$ cat src/cnt_seq_defines.svh
// constants for the counter mode sequencer
`ifndef CNT_SEQ_DEFINES_SVH
`define CNT_SEQ_DEFINES_SVH
`define CNT_WIDTH        16
`define CNT_RESET_VALUE  16'h0000
`define GATE_NONE        4'h0
`define GATE_LEVEL       4'h1
`define GATE_EDGE        4'h2
`endif

$ cat src/cnt_seq_pkg.sv
// types shared by the counter mode sequencer
`include "cnt_seq_defines.svh"
package cnt_seq_pkg;
  typedef logic [`CNT_WIDTH-1:0] count_t;   // counter word
  typedef enum logic [1:0] {
    GATING_NONE,
    GATING_LEVEL,
    GATING_EDGE
  } gating_e;
endpackage

$ cat src/edge_sync_if.sv
// carrier for synchronised input levels and edges
`timescale 1ns/100ps
interface edge_sync_if;
  logic src_rise;   // qualified source edge
  logic gate_lvl;   // synchronised gate level
  logic gate_rise;  // gate going active
  logic gate_fall;  // gate going inactive
  modport producer (output src_rise, gate_lvl, gate_rise, gate_fall);
  modport consumer (input src_rise, gate_lvl, gate_rise, gate_fall);
endinterface

$ cat src/counter_mode_sequencer.sv
// one counter channel sequencing rate, one-shot, delayed-pulse and duty modes
`timescale 1ns/100ps
`include "cnt_seq_defines.svh"

// Contract
// - ungated rate mode repeats, reloads load
// - toggled output inverts each terminal count
// - level-gated rate counts while gate active
// - one-shot starts on gate edge, no rearm
// - one-shot ignores gate until terminal count
// - delayed pulse: hold reload, then load, disarm
// - load command copies load register
// - level-gated delayed pulse stretches both phases
// - hw delayed pulse ignores edges when disarmed
// - hw delayed pulse ignores gate till second
// - duty mode alternates hold then load
// - duty mode runs until disarm command
// - level-gated duty mode alternates, gate stretches
// - hw duty: second terminal count stops, awaits edge
// - edge-disarm strobe disarms, freezes count
// - edge-disarm one-shot disarms, freezes count
// - edge-disarm delayed pulse disarms, freezes count
// - edge-disarm duty mode disarms, freezes count
// - terminal-count state always counts out
// - mode from special, reload, repeat, gate bits
// - non-special codes equal basic modes
module counter_mode_sequencer
  import cnt_seq_pkg::*;
(
  input  wire logic                  i_core_clk,
  input  wire logic                  i_arst_n,
  input  wire logic                  i_source,            // external source pin
  input  wire logic                  i_gate,              // external gate pin, high active
  input  wire logic                  i_special_gate_bit,  // edge-disarm variant
  input  wire logic                  i_reload_select_bit, // 1: alternate load/hold
  input  wire logic                  i_repeat_bit,        // 1: repeat
  input  wire logic [3:0]            i_gate_control_field,
  input  wire logic [`CNT_WIDTH-1:0] i_load_value,        // load register
  input  wire logic [`CNT_WIDTH-1:0] i_hold_value,        // hold register
  input  wire logic                  i_arm_cmd,           // one-cycle pulse
  input  wire logic                  i_disarm_cmd,        // one-cycle pulse
  input  wire logic                  i_load_cmd,          // one-cycle pulse
  input  wire logic                  i_clear_count_cmd,   // one-cycle pulse
  output logic [`CNT_WIDTH-1:0]      o_count,
  output logic                       o_terminal_count,    // pulse output
  output logic                       o_tc_toggle,         // toggled output
  output logic                       o_armed
);

  //////////////////////////////////////////////////////////////////////////
  // input conditioning
  edge_sync_if sync ();

  edge_sync u_edge_sync (
    .i_core_clk (i_core_clk),
    .i_arst_n   (i_arst_n),
    .i_source   (i_source),
    .i_gate     (i_gate),
    .sync       (sync.producer)
  );

  //////////////////////////////////////////////////////////////////////////
  // mode decode
  gating_e gating;       // decoded gate control
  logic    triggered;    // gate edge seen in edge modes
  logic    hold_phase;   // next reload comes from hold
  logic    in_tc;        // counter sits in terminal-count state
  logic    qualified;    // this source edge is counted
  logic    at_end;       // this counted edge reaches terminal count
  logic    edge_disarm;  // special variant active on an edge mode

  // unmapped gate codes fall back to no gating
  function automatic gating_e decode_gating(input logic [3:0] f);
    if (f == `GATE_LEVEL) begin
      return GATING_LEVEL;
    end else if (f == `GATE_EDGE) begin
      return GATING_EDGE;
    end
    return GATING_NONE;
  endfunction

  // special bit only changes edge-gated codes
  always_comb begin
    gating      = decode_gating(i_gate_control_field);
    edge_disarm = i_special_gate_bit && (gating == GATING_EDGE);
  end

  // counting qualification
  always_comb begin
    unique case (gating)
      GATING_NONE:  qualified = sync.src_rise && o_armed;
      GATING_LEVEL: qualified = sync.src_rise && o_armed && sync.gate_lvl;
      GATING_EDGE:  qualified = sync.src_rise && o_armed && triggered;
    endcase
    // terminal-count state is always driven out by the next edge
    if (in_tc && sync.src_rise) begin
      qualified = 1'b1;
    end
    at_end = qualified && (o_count == `CNT_WIDTH'(1));
  end

  //////////////////////////////////////////////////////////////////////////
  // counter register; reload happens on the edge leaving terminal count
  always_ff @(posedge i_core_clk or negedge i_arst_n) begin
    if (!i_arst_n) begin
      o_count <= `CNT_RESET_VALUE;
    end else if (i_clear_count_cmd) begin
      o_count <= `CNT_RESET_VALUE;
    end else if (i_load_cmd) begin
      o_count <= i_load_value;
    end else if (qualified) begin
      if (in_tc) begin
        // hold first, then load, so initial count sets delay
        o_count <= (i_reload_select_bit && hold_phase) ? i_hold_value : i_load_value;
      end else begin
        o_count <= o_count - `CNT_WIDTH'(1);
      end
    end
  end

  // terminal-count state and outputs
  always_ff @(posedge i_core_clk or negedge i_arst_n) begin
    if (!i_arst_n) begin
      in_tc            <= 1'b0;
      o_terminal_count <= 1'b0;
      o_tc_toggle      <= 1'b0;
    end else begin
      if (i_load_cmd || i_clear_count_cmd) begin
        in_tc            <= 1'b0;
        o_terminal_count <= 1'b0;
      end else if (at_end) begin
        in_tc            <= 1'b1;
        o_terminal_count <= 1'b1;
        o_tc_toggle      <= !o_tc_toggle;
      end else if (in_tc && qualified) begin
        in_tc            <= 1'b0;
        o_terminal_count <= 1'b0;
      end
    end
  end

  // reload-source alternation, reset by load so cycles start on hold
  always_ff @(posedge i_core_clk or negedge i_arst_n) begin
    if (!i_arst_n) begin
      hold_phase <= 1'b1;
    end else if (i_load_cmd || i_clear_count_cmd) begin
      hold_phase <= 1'b1;
    end else if (in_tc && qualified) begin
      hold_phase <= !hold_phase;
    end
  end

  //////////////////////////////////////////////////////////////////////////
  // edge trigger latch; edges on a disarmed counter are dropped
  logic cycle_done;  // leaving terminal count on a load reload ends a trigger cycle
  always_comb begin
    cycle_done = in_tc && qualified && (!i_reload_select_bit || !hold_phase);
  end

  always_ff @(posedge i_core_clk or negedge i_arst_n) begin
    if (!i_arst_n) begin
      triggered <= 1'b0;
    end else if (!o_armed || i_disarm_cmd) begin
      triggered <= 1'b0;
    end else if (edge_disarm && sync.gate_fall) begin
      triggered <= 1'b0;
    end else if (cycle_done) begin
      triggered <= 1'b0;
    end else if (sync.gate_rise && gating == GATING_EDGE) begin
      triggered <= 1'b1;
    end
  end

  // arming: repeat modes keep arm, others disarm at the cycle end
  always_ff @(posedge i_core_clk or negedge i_arst_n) begin
    if (!i_arst_n) begin
      o_armed <= 1'b0;
    end else if (i_disarm_cmd) begin
      o_armed <= 1'b0;
    end else if (edge_disarm && sync.gate_fall) begin
      o_armed <= 1'b0;
    end else if (cycle_done && !i_repeat_bit) begin
      o_armed <= 1'b0;
    end else if (i_arm_cmd) begin
      o_armed <= 1'b1;
    end
  end
endmodule

$ cat src/edge_sync.sv
// three-stage synchroniser and edge detector for source and gate
`timescale 1ns/100ps
module edge_sync (
  input  wire logic i_core_clk,
  input  wire logic i_arst_n,
  input  wire logic i_source,
  input  wire logic i_gate,
  edge_sync_if.producer sync
);
  logic [2:0] src_sr;   // source shift chain
  logic [2:0] gate_sr;  // gate shift chain
  logic       src_q;    // agreed source level
  logic       gate_q;   // agreed gate level

  //////////////////////////////////////////////////////////////////////////
  // sampling chains; stage 0 is read only by stage 1
  always_ff @(posedge i_core_clk or negedge i_arst_n) begin
    if (!i_arst_n) begin
      src_sr  <= 3'h0;
      gate_sr <= 3'h0;
    end else begin
      src_sr  <= {src_sr[1:0], i_source};
      gate_sr <= {gate_sr[1:0], i_gate};
    end
  end

  // a change counts only when stages two and three agree
  always_ff @(posedge i_core_clk or negedge i_arst_n) begin
    if (!i_arst_n) begin
      src_q  <= 1'b0;
      gate_q <= 1'b0;
    end else begin
      if (src_sr[1] == src_sr[2]) begin
        src_q <= src_sr[2];
      end
      if (gate_sr[1] == gate_sr[2]) begin
        gate_q <= gate_sr[2];
      end
    end
  end

  // edges from the agreed levels, one pulse each
  always_ff @(posedge i_core_clk or negedge i_arst_n) begin
    if (!i_arst_n) begin
      sync.src_rise  <= 1'b0;
      sync.gate_lvl  <= 1'b0;
      sync.gate_rise <= 1'b0;
      sync.gate_fall <= 1'b0;
    end else begin
      sync.src_rise  <= (src_sr[1] == src_sr[2]) && src_sr[2] && !src_q;
      sync.gate_lvl  <= gate_q;
      sync.gate_rise <= (gate_sr[1] == gate_sr[2]) && gate_sr[2] && !gate_q;
      sync.gate_fall <= (gate_sr[1] == gate_sr[2]) && !gate_sr[2] && gate_q;
    end
  end
endmodule

$ cat config.mk
export PLATFORM = sky130hd
export DESIGN_NAME = counter_mode_sequencer
export DESIGN_NICKNAME = d
export VERILOG_FILES = /design/src/cnt_seq_pkg.sv /design/src/edge_sync_if.sv /design/src/counter_mode_sequencer.sv /design/src/edge_sync.sv
export VERILOG_INCLUDE_DIRS = /design/src
export SDC_FILE = /design/constraint.sdc
export NUM_CORES = 1
export LEC_CHECK = 0
export BUFFER_PORTS_ARGS = -buffer_cell sky130_fd_sc_hd__clkbuf_2
export CORE_UTILIZATION = 51
export DETAILED_ROUTE_END_ITERATION = 10
export PLACE_DENSITY = 0.84
export SLEW_MARGIN = 10
export SYNTH_ARGS = -nofsm -noshare
export SYNTH_HDL_FRONTEND = slang
export SYNTH_SLANG_ARGS = --single-unit
$ cat constraint.sdc
create_clock -name i_core_clk -period 2.05 [get_ports i_core_clk]
set_clock_uncertainty 0.05 [all_clocks]
set_input_delay 0.205 -clock i_core_clk [delete_from_list [all_inputs] [get_ports i_core_clk]]
set_output_delay 0.205 -clock i_core_clk [all_outputs]
set_load 0.01 [all_outputs]
==> key figures <==
Outcome
  • Result of the run: finished, final reports clean

Clock network
  • CTS clk-pin slew, worst paths: 0.07 ns
  • Number of buffers on the longest clock path: 2
  • Cell at the root of the clock tree: sky130_fd_sc_hd__clkbuf_8
  • H-tree Lvls: 2
  • CTS tree: built
  • Post-CTS setup buffer count: 0
  • Number of buffers created by CTS: 5
  • Clk sink count: 33
  • Clk Latency, worst-skew pair: 0.28 ns

Cells and area
  • Number of nets at the end of the flow: 375
  • Multi-input gate area in the final layout: 0.001194 sq mm
  • Area occupied by registers: 827.0 sq um
  • Antenna cell count: 0
  • Number of inserted filler cells in the final layout: 328
  • Fraction of layout cells with a size suffix above 1: 0.3056
  • Growth of design area from synthesis to finish: 27.41%

Worst hold path
  • Hold Path Origin: i_load_value[3]
  • Instance count along the most critical hold path: 3
  • Type of the tightest min-delay check: primary input to register
  • Hold EP: o_count[3]

Logic synthesis
  • Post-synthesis cell type with the largest combined area: sky130_fd_sc_hd__dfrtp_1
  • Yosys warns: 0
  • Area fraction of the dominant cell type after synthesis: 0.3741
  • Syn Area/Cell: 8.667 sq um
  • FFs w/ async S/R, synth: 1.000
  • Most common library cells after synthesis: 33 x sky130_fd_sc_hd__nand2_1, 32 x sky130_fd_sc_hd__dfrtp_1, 20 x sky130_fd_sc_hd__nand3_1
  • Most instantiated library cell after synthesis: sky130_fd_sc_hd__nand2_1
  • Synth Flop Type: sky130_fd_sc_hd__dfrtp_1
  • Number of instances in the synthesized netlist: 247
  • Count of flip-flops with a built-in enable after synthesis: 0
  • Post-synthesis cell type count: 59
  • Cells taking the most area after synthesis: sky130_fd_sc_hd__dfrtp_1 37%, sky130_fd_sc_hd__nand2_1 5.8%, sky130_fd_sc_hd__nand3_1 4.7%, sky130_fd_sc_hd__ha_1 2.9%, sky130_fd_sc_hd__xnor2_1 2.9%
  • Register bit count reported by yosys: 33
  • Nets in the synthesized netlist: 299
  • Share of the yosys chip area belonging to registers: 0.3863
  • Mapped Area: 0.002141 sq mm

Critical path
  • Worst setup EP type: register
  • Worst reg2reg path depth: 6
  • Launch point of the worst reg-to-reg path: o_count[6]
  • WS Path Type: register to register
  • Slack of the worst reg-to-reg path: 0.18 ns
  • Reg2reg end: o_count[14]
  • Data required, critical path: 2.16 ns
  • Data arrival time at the worst-slack endpoint: 1.98 ns
  • Category of the worst setup path launch point: register
  • Worst Path Max Fanout: 5

STA
  • RSZ-0062 raised after global routing: false
  • Final setup TNS: 0 ns
  • Relative max-transition margin: 0.4287
  • Post-route fraction of the period consumed by the critical path: 0.9144
  • Least setup slack across all paths after layout: 0.1754 ns
  • Total of endpoints with negative setup slack in the final report: 0
  • Final Max Slew Viols: 0
  • Number of hold violations in the final report: 0
  • Peak clock frequency supported by timing: 0.5335 GHz
  • Final worst path period need: 1.875 ns
  • Worst Tran Pin Value: 0.8570 ns

Drt
  • Number of detailed-routing iterations run before antenna repair: 5
  • Post-route antenna net violation count: 0
  • Via-per-instance ratio: 6.051
  • Routed length per instance: 16.28 um
  • Total detailed-routing wirelength: 6090 um
  • DR vias: 2,263
  • 1st-iter DRT viols: 204
  • Number of DRC violations after detailed routing: 0

Floorplan
  • I/O pin cnt: 66
  • Starting Density: 0.5314
  • Core Area: 0.004029 sq mm
  • Die outline height: 66.79 um
  • Die area: 0.004461 sq mm
  • Standard-cell row count: 23
  • Chip width: 66.79 um

Global routing
  • Global-route met3 utilization: 0.05993
  • Via count of the first global-routing pass: 2,137
  • Global-route track usage on met1: 0.3898
  • Largest net degree at the start of global routing: 34
  • Most used routing layer: met2
  • Wire length of the first global-routing pass: 9880 um
  • Global Route met2 Usage: 0.4747
  • Number of antenna violations at the first check in global routing: 0
  • Total routing resource utilization after global routing: 0.2996
  • Congestion Overflow GR: 0

Power
  • Worst ir drop on vdd: 616.3 uV
  • Pwr Density: 639.7 mW/mm^2
  • Cell leakage power: 1.270 nW

Placement
  • RePlAce Congestion: 0.9126
  • Estimated wirelength of the detail-placed design: 4406 um
  • Number of I/O port buffers: 65
  • Pre-CTS WS: 0.2148 ns

Flow run
  • Max-cap viol count: 0
## cell type report
type	count	area share
Clock buffer	7	0.03165
Clock inverter	1	0.01101
Inverter	12	0.01651
Multi-Input combinational cell	186	0.4376
Sequential cell	33	0.3032
Tap cell	50	0.02294
Timing Repair Buffer	85	0.1771
## metrics by stage
stage | instances | area [sq um] | hold slack, ns | utilization | power (mW)
after floorplan | 247 | 2141 | -0.1406 | - | 0.9487
after global placement | 363 | 2574 | 0.2642 | 0.6388 | 1.098
after detailed placement | 363 | 2574 | 0.2647 | 0.6388 | 1.110
after CTS | 374 | 2720 | 0.09827 | 0.6752 | 1.745
after global routing | 374 | 2728 | 0.1214 | 0.6770 | 1.824
final | 374 | 2728 | 0.1026 | 0.6770 | 1.745
## critical path, cell delays in order (launching register included)
cell                       delay (ns)
sky130_fd_sc_hd__dfrtp_1         0.43
sky130_fd_sc_hd__nor3_1          0.34
sky130_fd_sc_hd__buf_4           0.20
sky130_fd_sc_hd__nand3_1         0.17
sky130_fd_sc_hd__o41ai_1         0.33
sky130_fd_sc_hd__a21o_1          0.18
sky130_fd_sc_hd__a221oi_2        0.05
## sequential cells by signal, indices dropped and copies added, names as in the netlist
name and cells:
u_edge_sync.gate_sr 3, o_count 16, u_edge_sync.sync.gate_rise 1, in_tc 1
u_edge_sync.src_q 1, hold_phase 1, o_armed 1, u_edge_sync.src_sr 3
u_edge_sync.gate_q 1, o_tc_toggle 1, u_edge_sync.sync.gate_lvl 1, u_edge_sync.sync.gate_fall 1
triggered 1, u_edge_sync.sync.src_rise 1
## kinds of logic after synthesis
| kind of cell | after synthesis | synth area share |
|---|---|---|
| compound gates | 61 | 0.2069 |
| xor+xnor | 8 | 0.03273 |
| fa+ha+maj | 5 | 0.02922 |
| buf+inv | 28 | 0.05961 |
| flops | 33 | 0.3863 |
| mux | 7 | 0.03390 |
| simple gates | 105 | 0.2513 |
## layer usage
layer,routed length [um],up-vias
met5,0,-
met4,141,0
met3,456,17
li1,-,1060
met1,2596,1070
met2,2896,116
## placed cells by master, fill, tap and decap left out, types with 2 or more instances in the layout
| cell | n |
|---|---|
| sky130_fd_sc_hd__a211oi_1 | 3 |
| sky130_fd_sc_hd__a21o_1 | 2 |
| sky130_fd_sc_hd__a21oi_1 | 9 |
| sky130_fd_sc_hd__a221oi_1 | 2 |
| sky130_fd_sc_hd__a311oi_1 | 4 |
| sky130_fd_sc_hd__a31oi_1 | 3 |
| sky130_fd_sc_hd__a32oi_1 | 6 |
| sky130_fd_sc_hd__and2_1 | 4 |
| sky130_fd_sc_hd__and3_1 | 2 |
| sky130_fd_sc_hd__buf_4 | 17 |
| sky130_fd_sc_hd__clkbuf_2 | 65 |
| sky130_fd_sc_hd__clkbuf_8 | 6 |
| sky130_fd_sc_hd__dfrtp_1 | 32 |
| sky130_fd_sc_hd__dlygate4sd3_1 | 3 |
| sky130_fd_sc_hd__ha_1 | 5 |
| sky130_fd_sc_hd__inv_1 | 11 |
| sky130_fd_sc_hd__mux2_2 | 2 |
| sky130_fd_sc_hd__mux2i_1 | 5 |
| sky130_fd_sc_hd__nand2_1 | 33 |
| sky130_fd_sc_hd__nand3_1 | 20 |
| sky130_fd_sc_hd__nand4_1 | 4 |
| sky130_fd_sc_hd__nor2_1 | 16 |
| sky130_fd_sc_hd__nor2b_1 | 3 |
| sky130_fd_sc_hd__nor3_1 | 9 |
| sky130_fd_sc_hd__nor3b_1 | 2 |
| sky130_fd_sc_hd__nor4_1 | 2 |
| sky130_fd_sc_hd__o211ai_1 | 3 |
| sky130_fd_sc_hd__o21a_1 | 2 |
| sky130_fd_sc_hd__o21ai_0 | 12 |
| sky130_fd_sc_hd__xnor2_1 | 7 |
## worst max path at each step
stage	start	to	slack (ns)	cells after the start
after detailed placement	u_edge_sync.sync.gate_lvl	o_count[4]	0.21	6
after floorplan	o_count[8]	o_tc_toggle	0.17	6
final	o_count[6]	o_count[14]	0.18	6
after global placement	o_count[11]	o_tc_toggle	0.28	5
after global routing	triggered	o_count[4]	0.06	6
after CTS	o_count[0]	o_count[6]	0.19	6
## where the power goes
part           total [mW]  switching, mW  internal (mW)
Clock               0.632          0.236          0.396
Sequential          0.739         0.0468          0.693
Combinational       0.374          0.205          0.169
Total                1.74          0.487           1.26
## what timing repair did
item	4_1_cts	5_1_grt
setup endpoints to repair	0	1
hold endpoints to repair	19	0
hold buffers	3	0
gates resized for setup	0	1
Note: power is estimated with default switching activity, not from simulation.
